==> src/design/ecss_pkg.sv <==
package ecss_pkg;
  // ==========================================================
  // Register map (byte addresses)
  localparam logic [3:0] ECSS_OFS_CTRL = 4'h0;
  localparam logic [3:0] ECSS_OFS_CHAN = 4'h4;
  localparam logic [7:0] ECSS_CTRL_RESET = 8'h00;
  localparam int ECSS_CTRL_SWRST_BIT = 0;
  localparam int ECSS_CTRL_CLKON_BIT = 4;
  // ==========================================================
  // Channel configuration word fields
  localparam int ECSS_CH_SEL_LSB = 0;
  localparam int ECSS_SOFT_EVENT_INSERT_BIT = 8;
  localparam int ECSS_GEN_LSB = 16;
  localparam int ECSS_PATH_LSB = 24;
  localparam int ECSS_EDGE_LSB = 26;
  localparam int ECSS_NUM_CHAN = 12;
  localparam int ECSS_NUM_GEN = 128;
  // ==========================================================
  // Generator code ranges
  localparam logic [6:0] ECSS_GEN_NONE = 7'h00;
  localparam logic [6:0] ECSS_GEN_RTC_FIRST = 7'h01;
  localparam logic [6:0] ECSS_GEN_RTC_LAST = 7'h0B;
  localparam logic [6:0] ECSS_GEN_IRQ_FIRST = 7'h0D;
  localparam logic [6:0] ECSS_GEN_IRQ_LAST = 7'h1B;
  localparam logic [6:0] ECSS_GEN_DMA_FIRST = 7'h1E;
  localparam logic [6:0] ECSS_GEN_TMR_LAST = 7'h3B;
  localparam logic [6:0] ECSS_GEN_ANA_FIRST = 7'h42;
  localparam logic [6:0] ECSS_GEN_ANA_LAST = 7'h4C;
  // ==========================================================
  // Field encodings
  typedef enum logic [1:0] {
    ECSS_PATH_SYNC = 2'h0,
    ECSS_PATH_RESYNC = 2'h1,
    ECSS_PATH_ASYNC = 2'h2,
    ECSS_PATH_RSVD = 2'h3
  } ecss_path_t;
  typedef enum logic [1:0] {
    ECSS_EDGE_NONE = 2'h0,
    ECSS_EDGE_RISE = 2'h1,
    ECSS_EDGE_FALL = 2'h2,
    ECSS_EDGE_BOTH = 2'h3
  } ecss_edge_t;
  // Stored configuration of one channel
  typedef struct packed {
    ecss_edge_t edge_detect_kind;
    ecss_path_t path;
    logic [6:0] generator_select;
  } ecss_cfg_t;
  localparam ecss_cfg_t ECSS_CFG_RESET = '{ECSS_EDGE_NONE, ECSS_PATH_SYNC, 7'h00};
endpackage

==> src/design/ecss_event_channel_source_select.sv <==
// What this block does
// - Bits 22:16 pick the channel's generator
// - Generator code zero connects no source
// - Codes 01-0B are counter sources; 0C reserved
// - 0D-1B irq lines, 1E-21 DMA channels
// - 22-3B timers, 42-4C analog; others reserved
// - Bits 15:9 read zero; software writes zeros
// - Bit 8 injects event on written channel
// - Soft event travels like a generator event
// - Zero write does nothing; bit reads zero
// - Bits 3:0 name channel set or read
// - Path field: sync, resync, async, reserved
// - Edge field: none, rise, fall, both
//
// Added by the designer: the Wishbone slave port and the register offsets.
`timescale 1ns/100ps
module ecss_event_channel_source_select
  import ecss_pkg::*;
(
  input wire logic clk, // 50 MHz bus clock
  input wire logic rstn, // Synchronous reset, active low
  input wire logic wb_cyc_i, // Wishbone cycle
  input wire logic wb_stb_i, // Wishbone strobe
  input wire logic wb_we_i, // Write enable
  input wire logic [3:0] wb_adr_i, // Byte address
  input wire logic [3:0] wb_sel_i, // Byte lanes
  input wire logic [31:0] wb_dat_i, // Write data
  output logic [31:0] wb_dat_o, // Read data
  output logic wb_ack_o, // Acknowledge
  input wire logic [ECSS_NUM_GEN-1:0] gen_lines, // Generator levels, bit n is code n
  output logic [ECSS_NUM_CHAN-1:0] chan_event, // Per-channel event output
  output logic clock_keep_on // Channel clocks requested always
);

  // ==========================================================
  // Functions
  // True when a generator code names a real source
  function automatic logic gen_valid(input logic [6:0] code);
    logic ok;
    ok = 1'b0;
    if (code >= ECSS_GEN_RTC_FIRST && code <= ECSS_GEN_RTC_LAST) begin
      ok = 1'b1;
    end
    if (code >= ECSS_GEN_IRQ_FIRST && code <= ECSS_GEN_IRQ_LAST) begin
      ok = 1'b1;
    end
    if (code >= ECSS_GEN_DMA_FIRST && code <= ECSS_GEN_TMR_LAST) begin
      ok = 1'b1;
    end
    if (code >= ECSS_GEN_ANA_FIRST && code <= ECSS_GEN_ANA_LAST) begin
      ok = 1'b1;
    end
    return ok; // Code zero and reserved codes fall through
  endfunction

  // Merge byte lanes of a write into an old word
  function automatic logic [31:0] lane_merge(input logic [31:0] old_w, input logic [31:0] new_w,
                                             input logic [3:0] sel);
    logic [31:0] res;
    res = old_w;
    for (int b = 0; b < 4; b++) begin
      if (sel[b]) begin
        res[b*8 +: 8] = new_w[b*8 +: 8];
      end
    end
    return res;
  endfunction

  // ==========================================================
  // Register state
  ecss_cfg_t cfg [ECSS_NUM_CHAN];
  ecss_cfg_t next_cfg [ECSS_NUM_CHAN];
  logic [3:0] chan_ptr;
  logic [3:0] next_chan_ptr;
  logic clk_on;
  logic next_clk_on;
  logic [ECSS_NUM_CHAN-1:0] sw_pulse;
  logic [ECSS_NUM_CHAN-1:0] next_sw_pulse;
  logic ack;
  logic next_ack;
  logic [31:0] rd_data;
  logic [31:0] next_rd_data;

  logic req;
  logic wr_now;
  logic [31:0] chan_word;
  logic [31:0] wr_word;
  logic [3:0] tgt_chan;

  // Current word of the pointed channel as seen on a read
  always_comb begin
    chan_word = 32'h0000_0000; // Reserved bits and soft event bit read zero
    chan_word[ECSS_CH_SEL_LSB +: 4] = chan_ptr;
    if (chan_ptr < 4'(ECSS_NUM_CHAN)) begin
      chan_word[ECSS_GEN_LSB +: 7] = cfg[chan_ptr].generator_select;
      chan_word[ECSS_PATH_LSB +: 2] = cfg[chan_ptr].path;
      chan_word[ECSS_EDGE_LSB +: 2] = cfg[chan_ptr].edge_detect_kind;
    end
  end

  // Bus request decode; writes act at the edge where ack is high
  assign req = wb_cyc_i & wb_stb_i;
  assign wr_now = req & ack & wb_we_i;
  assign wr_word = lane_merge(chan_word, wb_dat_i, wb_sel_i);
  assign tgt_chan = wr_word[ECSS_CH_SEL_LSB +: 4]; // Channel of this same write

  // ==========================================================
  // Next-state of the register file and bus answer
  always_comb begin
    next_cfg = cfg;
    next_chan_ptr = chan_ptr;
    next_clk_on = clk_on;
    next_sw_pulse = '0;
    next_ack = req & ~ack;
    next_rd_data = rd_data;
    if (req & ~ack) begin
      next_rd_data = 32'h0000_0000; // Unmapped addresses read zero
      if (wb_adr_i == ECSS_OFS_CTRL) begin
        next_rd_data[ECSS_CTRL_CLKON_BIT] = clk_on;
      end else if (wb_adr_i == ECSS_OFS_CHAN) begin
        next_rd_data = chan_word;
      end
    end
    if (wr_now && wb_adr_i == ECSS_OFS_CHAN) begin
      if (wb_sel_i[0]) begin
        next_chan_ptr = tgt_chan;
      end
      if (tgt_chan < 4'(ECSS_NUM_CHAN)) begin
        // Only lanes written update fields; bits 15:9 are never stored
        if (wb_sel_i[2]) begin
          next_cfg[tgt_chan].generator_select = wr_word[ECSS_GEN_LSB +: 7];
        end
        if (wb_sel_i[3]) begin
          next_cfg[tgt_chan].path = ecss_path_t'(wr_word[ECSS_PATH_LSB +: 2]);
          next_cfg[tgt_chan].edge_detect_kind = ecss_edge_t'(wr_word[ECSS_EDGE_LSB +: 2]);
        end
        if (wb_sel_i[1] && wb_dat_i[ECSS_SOFT_EVENT_INSERT_BIT]) begin
          next_sw_pulse[tgt_chan] = 1'b1; // One-shot injection; zero does nothing
        end
      end
    end
    if (wr_now && wb_adr_i == ECSS_OFS_CTRL && wb_sel_i[0]) begin
      next_clk_on = wb_dat_i[ECSS_CTRL_CLKON_BIT];
      if (wb_dat_i[ECSS_CTRL_SWRST_BIT]) begin
        // Software reset returns every register to its reset value
        for (int c = 0; c < ECSS_NUM_CHAN; c++) begin
          next_cfg[c] = ECSS_CFG_RESET;
        end
        next_chan_ptr = 4'h0;
        next_clk_on = ECSS_CTRL_RESET[ECSS_CTRL_CLKON_BIT];
        next_sw_pulse = '0;
      end
    end
  end

  // Register file flops
  always_ff @(posedge clk) begin
    if (!rstn) begin
      for (int c = 0; c < ECSS_NUM_CHAN; c++) begin
        cfg[c] <= ECSS_CFG_RESET;
      end
      chan_ptr <= 4'h0;
      clk_on <= 1'b0;
      sw_pulse <= '0;
      ack <= 1'b0;
      rd_data <= 32'h0000_0000;
    end else begin
      cfg <= next_cfg;
      chan_ptr <= next_chan_ptr;
      clk_on <= next_clk_on;
      sw_pulse <= next_sw_pulse;
      ack <= next_ack;
      rd_data <= next_rd_data;
    end
  end

  assign wb_ack_o = ack;
  assign wb_dat_o = rd_data;
  assign clock_keep_on = clk_on;

  // ==========================================================
  // Resynchronizer for generator levels
  logic [ECSS_NUM_GEN-1:0] sync_a;
  logic [ECSS_NUM_GEN-1:0] sync_b;
  always_ff @(posedge clk) begin
    if (!rstn) begin
      sync_a <= '0;
      sync_b <= '0;
    end else begin
      sync_a <= gen_lines;
      sync_b <= sync_a;
    end
  end

  // ==========================================================
  // Per-channel source selection and edge detection
  logic [ECSS_NUM_CHAN-1:0] sel_level;
  logic [ECSS_NUM_CHAN-1:0] prev_level;
  logic [ECSS_NUM_CHAN-1:0] next_prev_level;
  logic [ECSS_NUM_CHAN-1:0] next_chan_event;

  always_comb begin
    for (int c = 0; c < ECSS_NUM_CHAN; c++) begin
      sel_level[c] = 1'b0;
      if (gen_valid(cfg[c].generator_select)) begin
        // Resync path takes the two-flop copy
        if (cfg[c].path == ECSS_PATH_RESYNC) begin
          sel_level[c] = sync_b[cfg[c].generator_select];
        end else begin
          sel_level[c] = gen_lines[cfg[c].generator_select];
        end
      end
      next_prev_level[c] = sel_level[c];
      next_chan_event[c] = 1'b0;
      unique case (cfg[c].path)
        ECSS_PATH_SYNC, ECSS_PATH_RESYNC: begin
          unique case (cfg[c].edge_detect_kind)
            ECSS_EDGE_NONE: next_chan_event[c] = 1'b0;
            ECSS_EDGE_RISE: next_chan_event[c] = sel_level[c] & ~prev_level[c];
            ECSS_EDGE_FALL: next_chan_event[c] = ~sel_level[c] & prev_level[c];
            ECSS_EDGE_BOTH: next_chan_event[c] = sel_level[c] ^ prev_level[c];
          endcase
          next_chan_event[c] = next_chan_event[c] | sw_pulse[c];
        end
        ECSS_PATH_ASYNC: next_chan_event[c] = sel_level[c] | sw_pulse[c]; // Level passes
        ECSS_PATH_RSVD: next_chan_event[c] = 1'b0;
      endcase
    end
  end

  // Channel output flops
  always_ff @(posedge clk) begin
    if (!rstn) begin
      prev_level <= '0;
      chan_event <= '0;
    end else begin
      prev_level <= next_prev_level;
      chan_event <= next_chan_event;
    end
  end

endmodule

==> config.mk <==
export PLATFORM = sky130hd
export DESIGN_NAME = ecss_event_channel_source_select
export DESIGN_NICKNAME = d
export VERILOG_FILES = /design/src/design/ecss_pkg.sv /design/src/design/ecss_event_channel_source_select.sv
export SDC_FILE = /design/constraint.sdc
export NUM_CORES = 2
export LEC_CHECK = 0
export BUFFER_PORTS_ARGS = -buffer_cell sky130_fd_sc_hd__buf_2
export CAP_MARGIN = 0
export CORE_UTILIZATION = 39
export DETAILED_ROUTE_END_ITERATION = 10
export HOLD_SLACK_MARGIN = 0.08
export PLACE_DENSITY_LB_ADDON = 0.1
export SETUP_SLACK_MARGIN = 0.5
export SLEW_MARGIN = 0
export SYNTH_ARGS = -nofsm -noshare
export SYNTH_HDL_FRONTEND = slang
export SYNTH_SLANG_ARGS = --single-unit
==> constraint.sdc <==
create_clock -name clk -period 6 [get_ports clk]
set_input_delay 1.2 -clock clk [delete_from_list [all_inputs] [get_ports clk]]
set_output_delay 1.2 -clock clk [all_outputs]
set_load 0.02 [all_outputs]
==> run metrics <==
Tot Pwr=7.437 mW; Setup crit start=cfg[66]; max_slew headroom=0.07542; Clock Path Buffers=3; Fmax=0.1960 GHz; post-synth top area share=0.4041; clk sinks=446; synthesis-stage register bit count=446; PwrDens=176.9 nW/um2; Setup Fix Bufs, Post-CTS=0; via count=34650; largest net degree at the start of global routing=223; P&R area growth vs syn=8.861%; critical path arrival=5.65 ns; period utilization=0.8502; I/O Buffers=187; synthesized area=38620 um2; Synth area leaders=mux4_2 (40%), dfxtp_1 (23%), and2_1 (4.4%); chip width=316.7 um; die height=316.7 um; Setup violations, final=0; Max VDD drop=0.2115 mV; Avg Cell Area, Syn=10.92 um2; setup ws final=0.8985 ns; drt wl/cell=40.37 um; total gr overflow=0; Static Leak=13.10 nW; Worst-path clk slew=0.06 ns; cts hold-fix bufs=0; gp weighted congestion=1.045; Detail Placement HPWL=135.4 mm; number of global-route vias before repair=32600; Yosys top cell by area=mux4_2; critical path launch point type=flip-flop; DR pass1 iterations=6; H-tree Lvls=2; reg-to-reg slack, setup=0.90 ns; Crit. End Element=flip-flop; Final Skew=0.05755 ns; crit path to=chan_event[5]; Cells after Synth=3535; share of cells above drive strength 1=0.3507; Seq/Total Area, Yosys=0.2312; Setup WS pre-CTS=0.9415 ns; CTS tree=yes; final net count=3581; status=finished clean; Worst-Skew Late Latency=0.70 ns; count leader, synth=mux4_2; final hold vios=0; Core ar.=98280 um2; first-pass GRT wire length=263.0 mm; Post-DRT Antenna Nets=0; RSZ-0062 raised after global routing=no; GRT Total Usage=0.3768; Finished Core Util=0.4278; CP required=6.55 ns; DRC=0; Worst Tran Pin Value=1.385 ns; max cap viols=0; worst r2r src=cfg[66]; HP Class=reg2reg; Slew Limit Fails=0; Crit Path Class=reg2reg; CTS Root Cell=clkbuf_16; Post-Route WL=190.8 mm; synth warn=0; post-synthesis async set-or-reset flop share=0; initial antenna violation count=22; row count=115; Post-synth EDFFs=0; Ports=219; critical-path maximum fanout=31; initial core utilization=0.3930; Top FF cell, synth=dfxtp_1; post-CTS sizing=0; Die ar.=100300 um2; shortest period the worst path allows=5.101 ns; top post-synthesis cells by count=mux4_2 (693), dfxtp_1 (446), clkbuf_1 (358); Via-to-Cell Ratio=7.333; CTS Buf Count=51; initial drt markers=5485; FF-to-FF End=chan_event[5]; Worst Reg-to-Reg Cells=14; post-synth cell types=71; setup total negative slack=0 ns
==> sequential cells by signal, indices dropped and copies added (netlist names) <==
signal         cells
cfg              132
sync_a           128
sync_b           128
wb_dat_o          16
chan_event        12
prev_level        12
sw_pulse          12
chan_ptr           4
clock_keep_on      1
wb_ack_o           1
==> through the flow <==
step                      hold WS, ns  cells  area (um2)
after floorplan                0.4119   3550       38670
after global placement         0.4150   4617       40170
after CTS                      0.3928   4713       42000
after global routing           0.4106   4721       42030
after detailed placement       0.4169   4617       40170
final                          0.3920   4726       42040
==> how the worst min path moves through the flow <==
stage,depth (start not counted),to,start,slack (ns)
after floorplan,1,sync_b[0],sync_a[0],0.41
after global placement,1,sync_b[5],sync_a[5],0.42
after detailed placement,1,sync_b[40],sync_a[40],0.42
after CTS,1,sync_b[69],sync_a[69],0.39
after global routing,1,sync_b[69],sync_a[69],0.41
final,1,sync_b[69],sync_a[69],0.39
==> critical path: stages, from the launching register on <==
cell and delay [ns]:
dfxtp_4 0.79, buf_4 0.43, mux4_2 0.55, mux2i_1 0.57
a31oi_1 0.18, a32oi_1 0.27, nor4b_1 0.10, a221oi_1 1.04
inv_1 0.14, ha_1 0.35, inv_1 0.04, mux2i_1 0.12
a21oi_1 0.08, o31ai_1 0.19, a21oi_1 0.06
==> cell usage in the layout, fill, tap and decap left out, types with 12 or more instances in the layout <==
| master | n |
|---|---|
| clkbuf_16 | 51 |
| dfxtp_1 | 416 |
| a211oi_1 | 148 |
| a21oi_1 | 77 |
| nor4_1 | 17 |
| buf_4 | 139 |
| a2111oi_0 | 18 |
| nand2b_1 | 63 |
| inv_1 | 74 |
| mux4_2 | 693 |
| buf_2 | 186 |
| diode_2 | 12 |
| o21ai_0 | 47 |
| nand2_1 | 109 |
| dfxtp_2 | 16 |
| mux2_2 | 35 |
| nor2b_1 | 54 |
| conb_1 | 16 |
| nand3_1 | 39 |
| nor3b_1 | 14 |
| ha_1 | 24 |
| dfxtp_4 | 14 |
| o211ai_1 | 16 |
| o41ai_1 | 15 |
| and2_1 | 271 |
| a22oi_1 | 67 |
| o22ai_1 | 59 |
| mux2i_1 | 154 |
| nor2_1 | 286 |
| o2bb2ai_1 | 14 |
| nor3_1 | 55 |
| a31oi_1 | 16 |
| o31ai_1 | 13 |
==> kinds of logic (layout without fill, tap and decap cells) <==
logic type / after synthesis / in the layout / synth area share
and+or+nand+nor: 960 / 960 / 0.1288
adders and majority gates: 24 / 24 / 0.007776
buffers and inverters: 630 / 507 / 0.06836
other: 1 / 28 / 0.00009710
DFF: 446 / 446 / 0.2312
AOI/OAI and AO/OA: 587 / 587 / 0.1082
muxes: 887 / 887 / 0.4556
==> area by class of cell <==
class                      count  area (um2)
clock inverter                29       451.7
clock buffer                  67        1386
tap                         1287        1610
multi-input combinational   2474       27140
inverter                      77       289.0
timing repair buffer         334        2131
antenna                       12       30.03
fill                        9263       56240
sequential                   446        9001
==> per-layer routing <==
metal  wire length (um)  GRT usage  up-vias  part of all wire
met5                253   0.006629        -            0.0013
met1              67710     0.4690    17610              0.35
li1                   -          -    13420                 -
met2              82350     0.5563     2966              0.43
met4              14050     0.2203       24             0.074
met3              26440     0.1430      642              0.14
==> report_power, final <==
part	total (mW)	leakage, nW	switching, mW	internal (mW)
clock	3.42	0.892	1.41	2.00
sequential	3.19	3.67	0.152	3.04
combinational	0.834	8.54	0.452	0.382
total	7.44	13.1	2.02	5.42
Power figures use the tool's default switching activity.
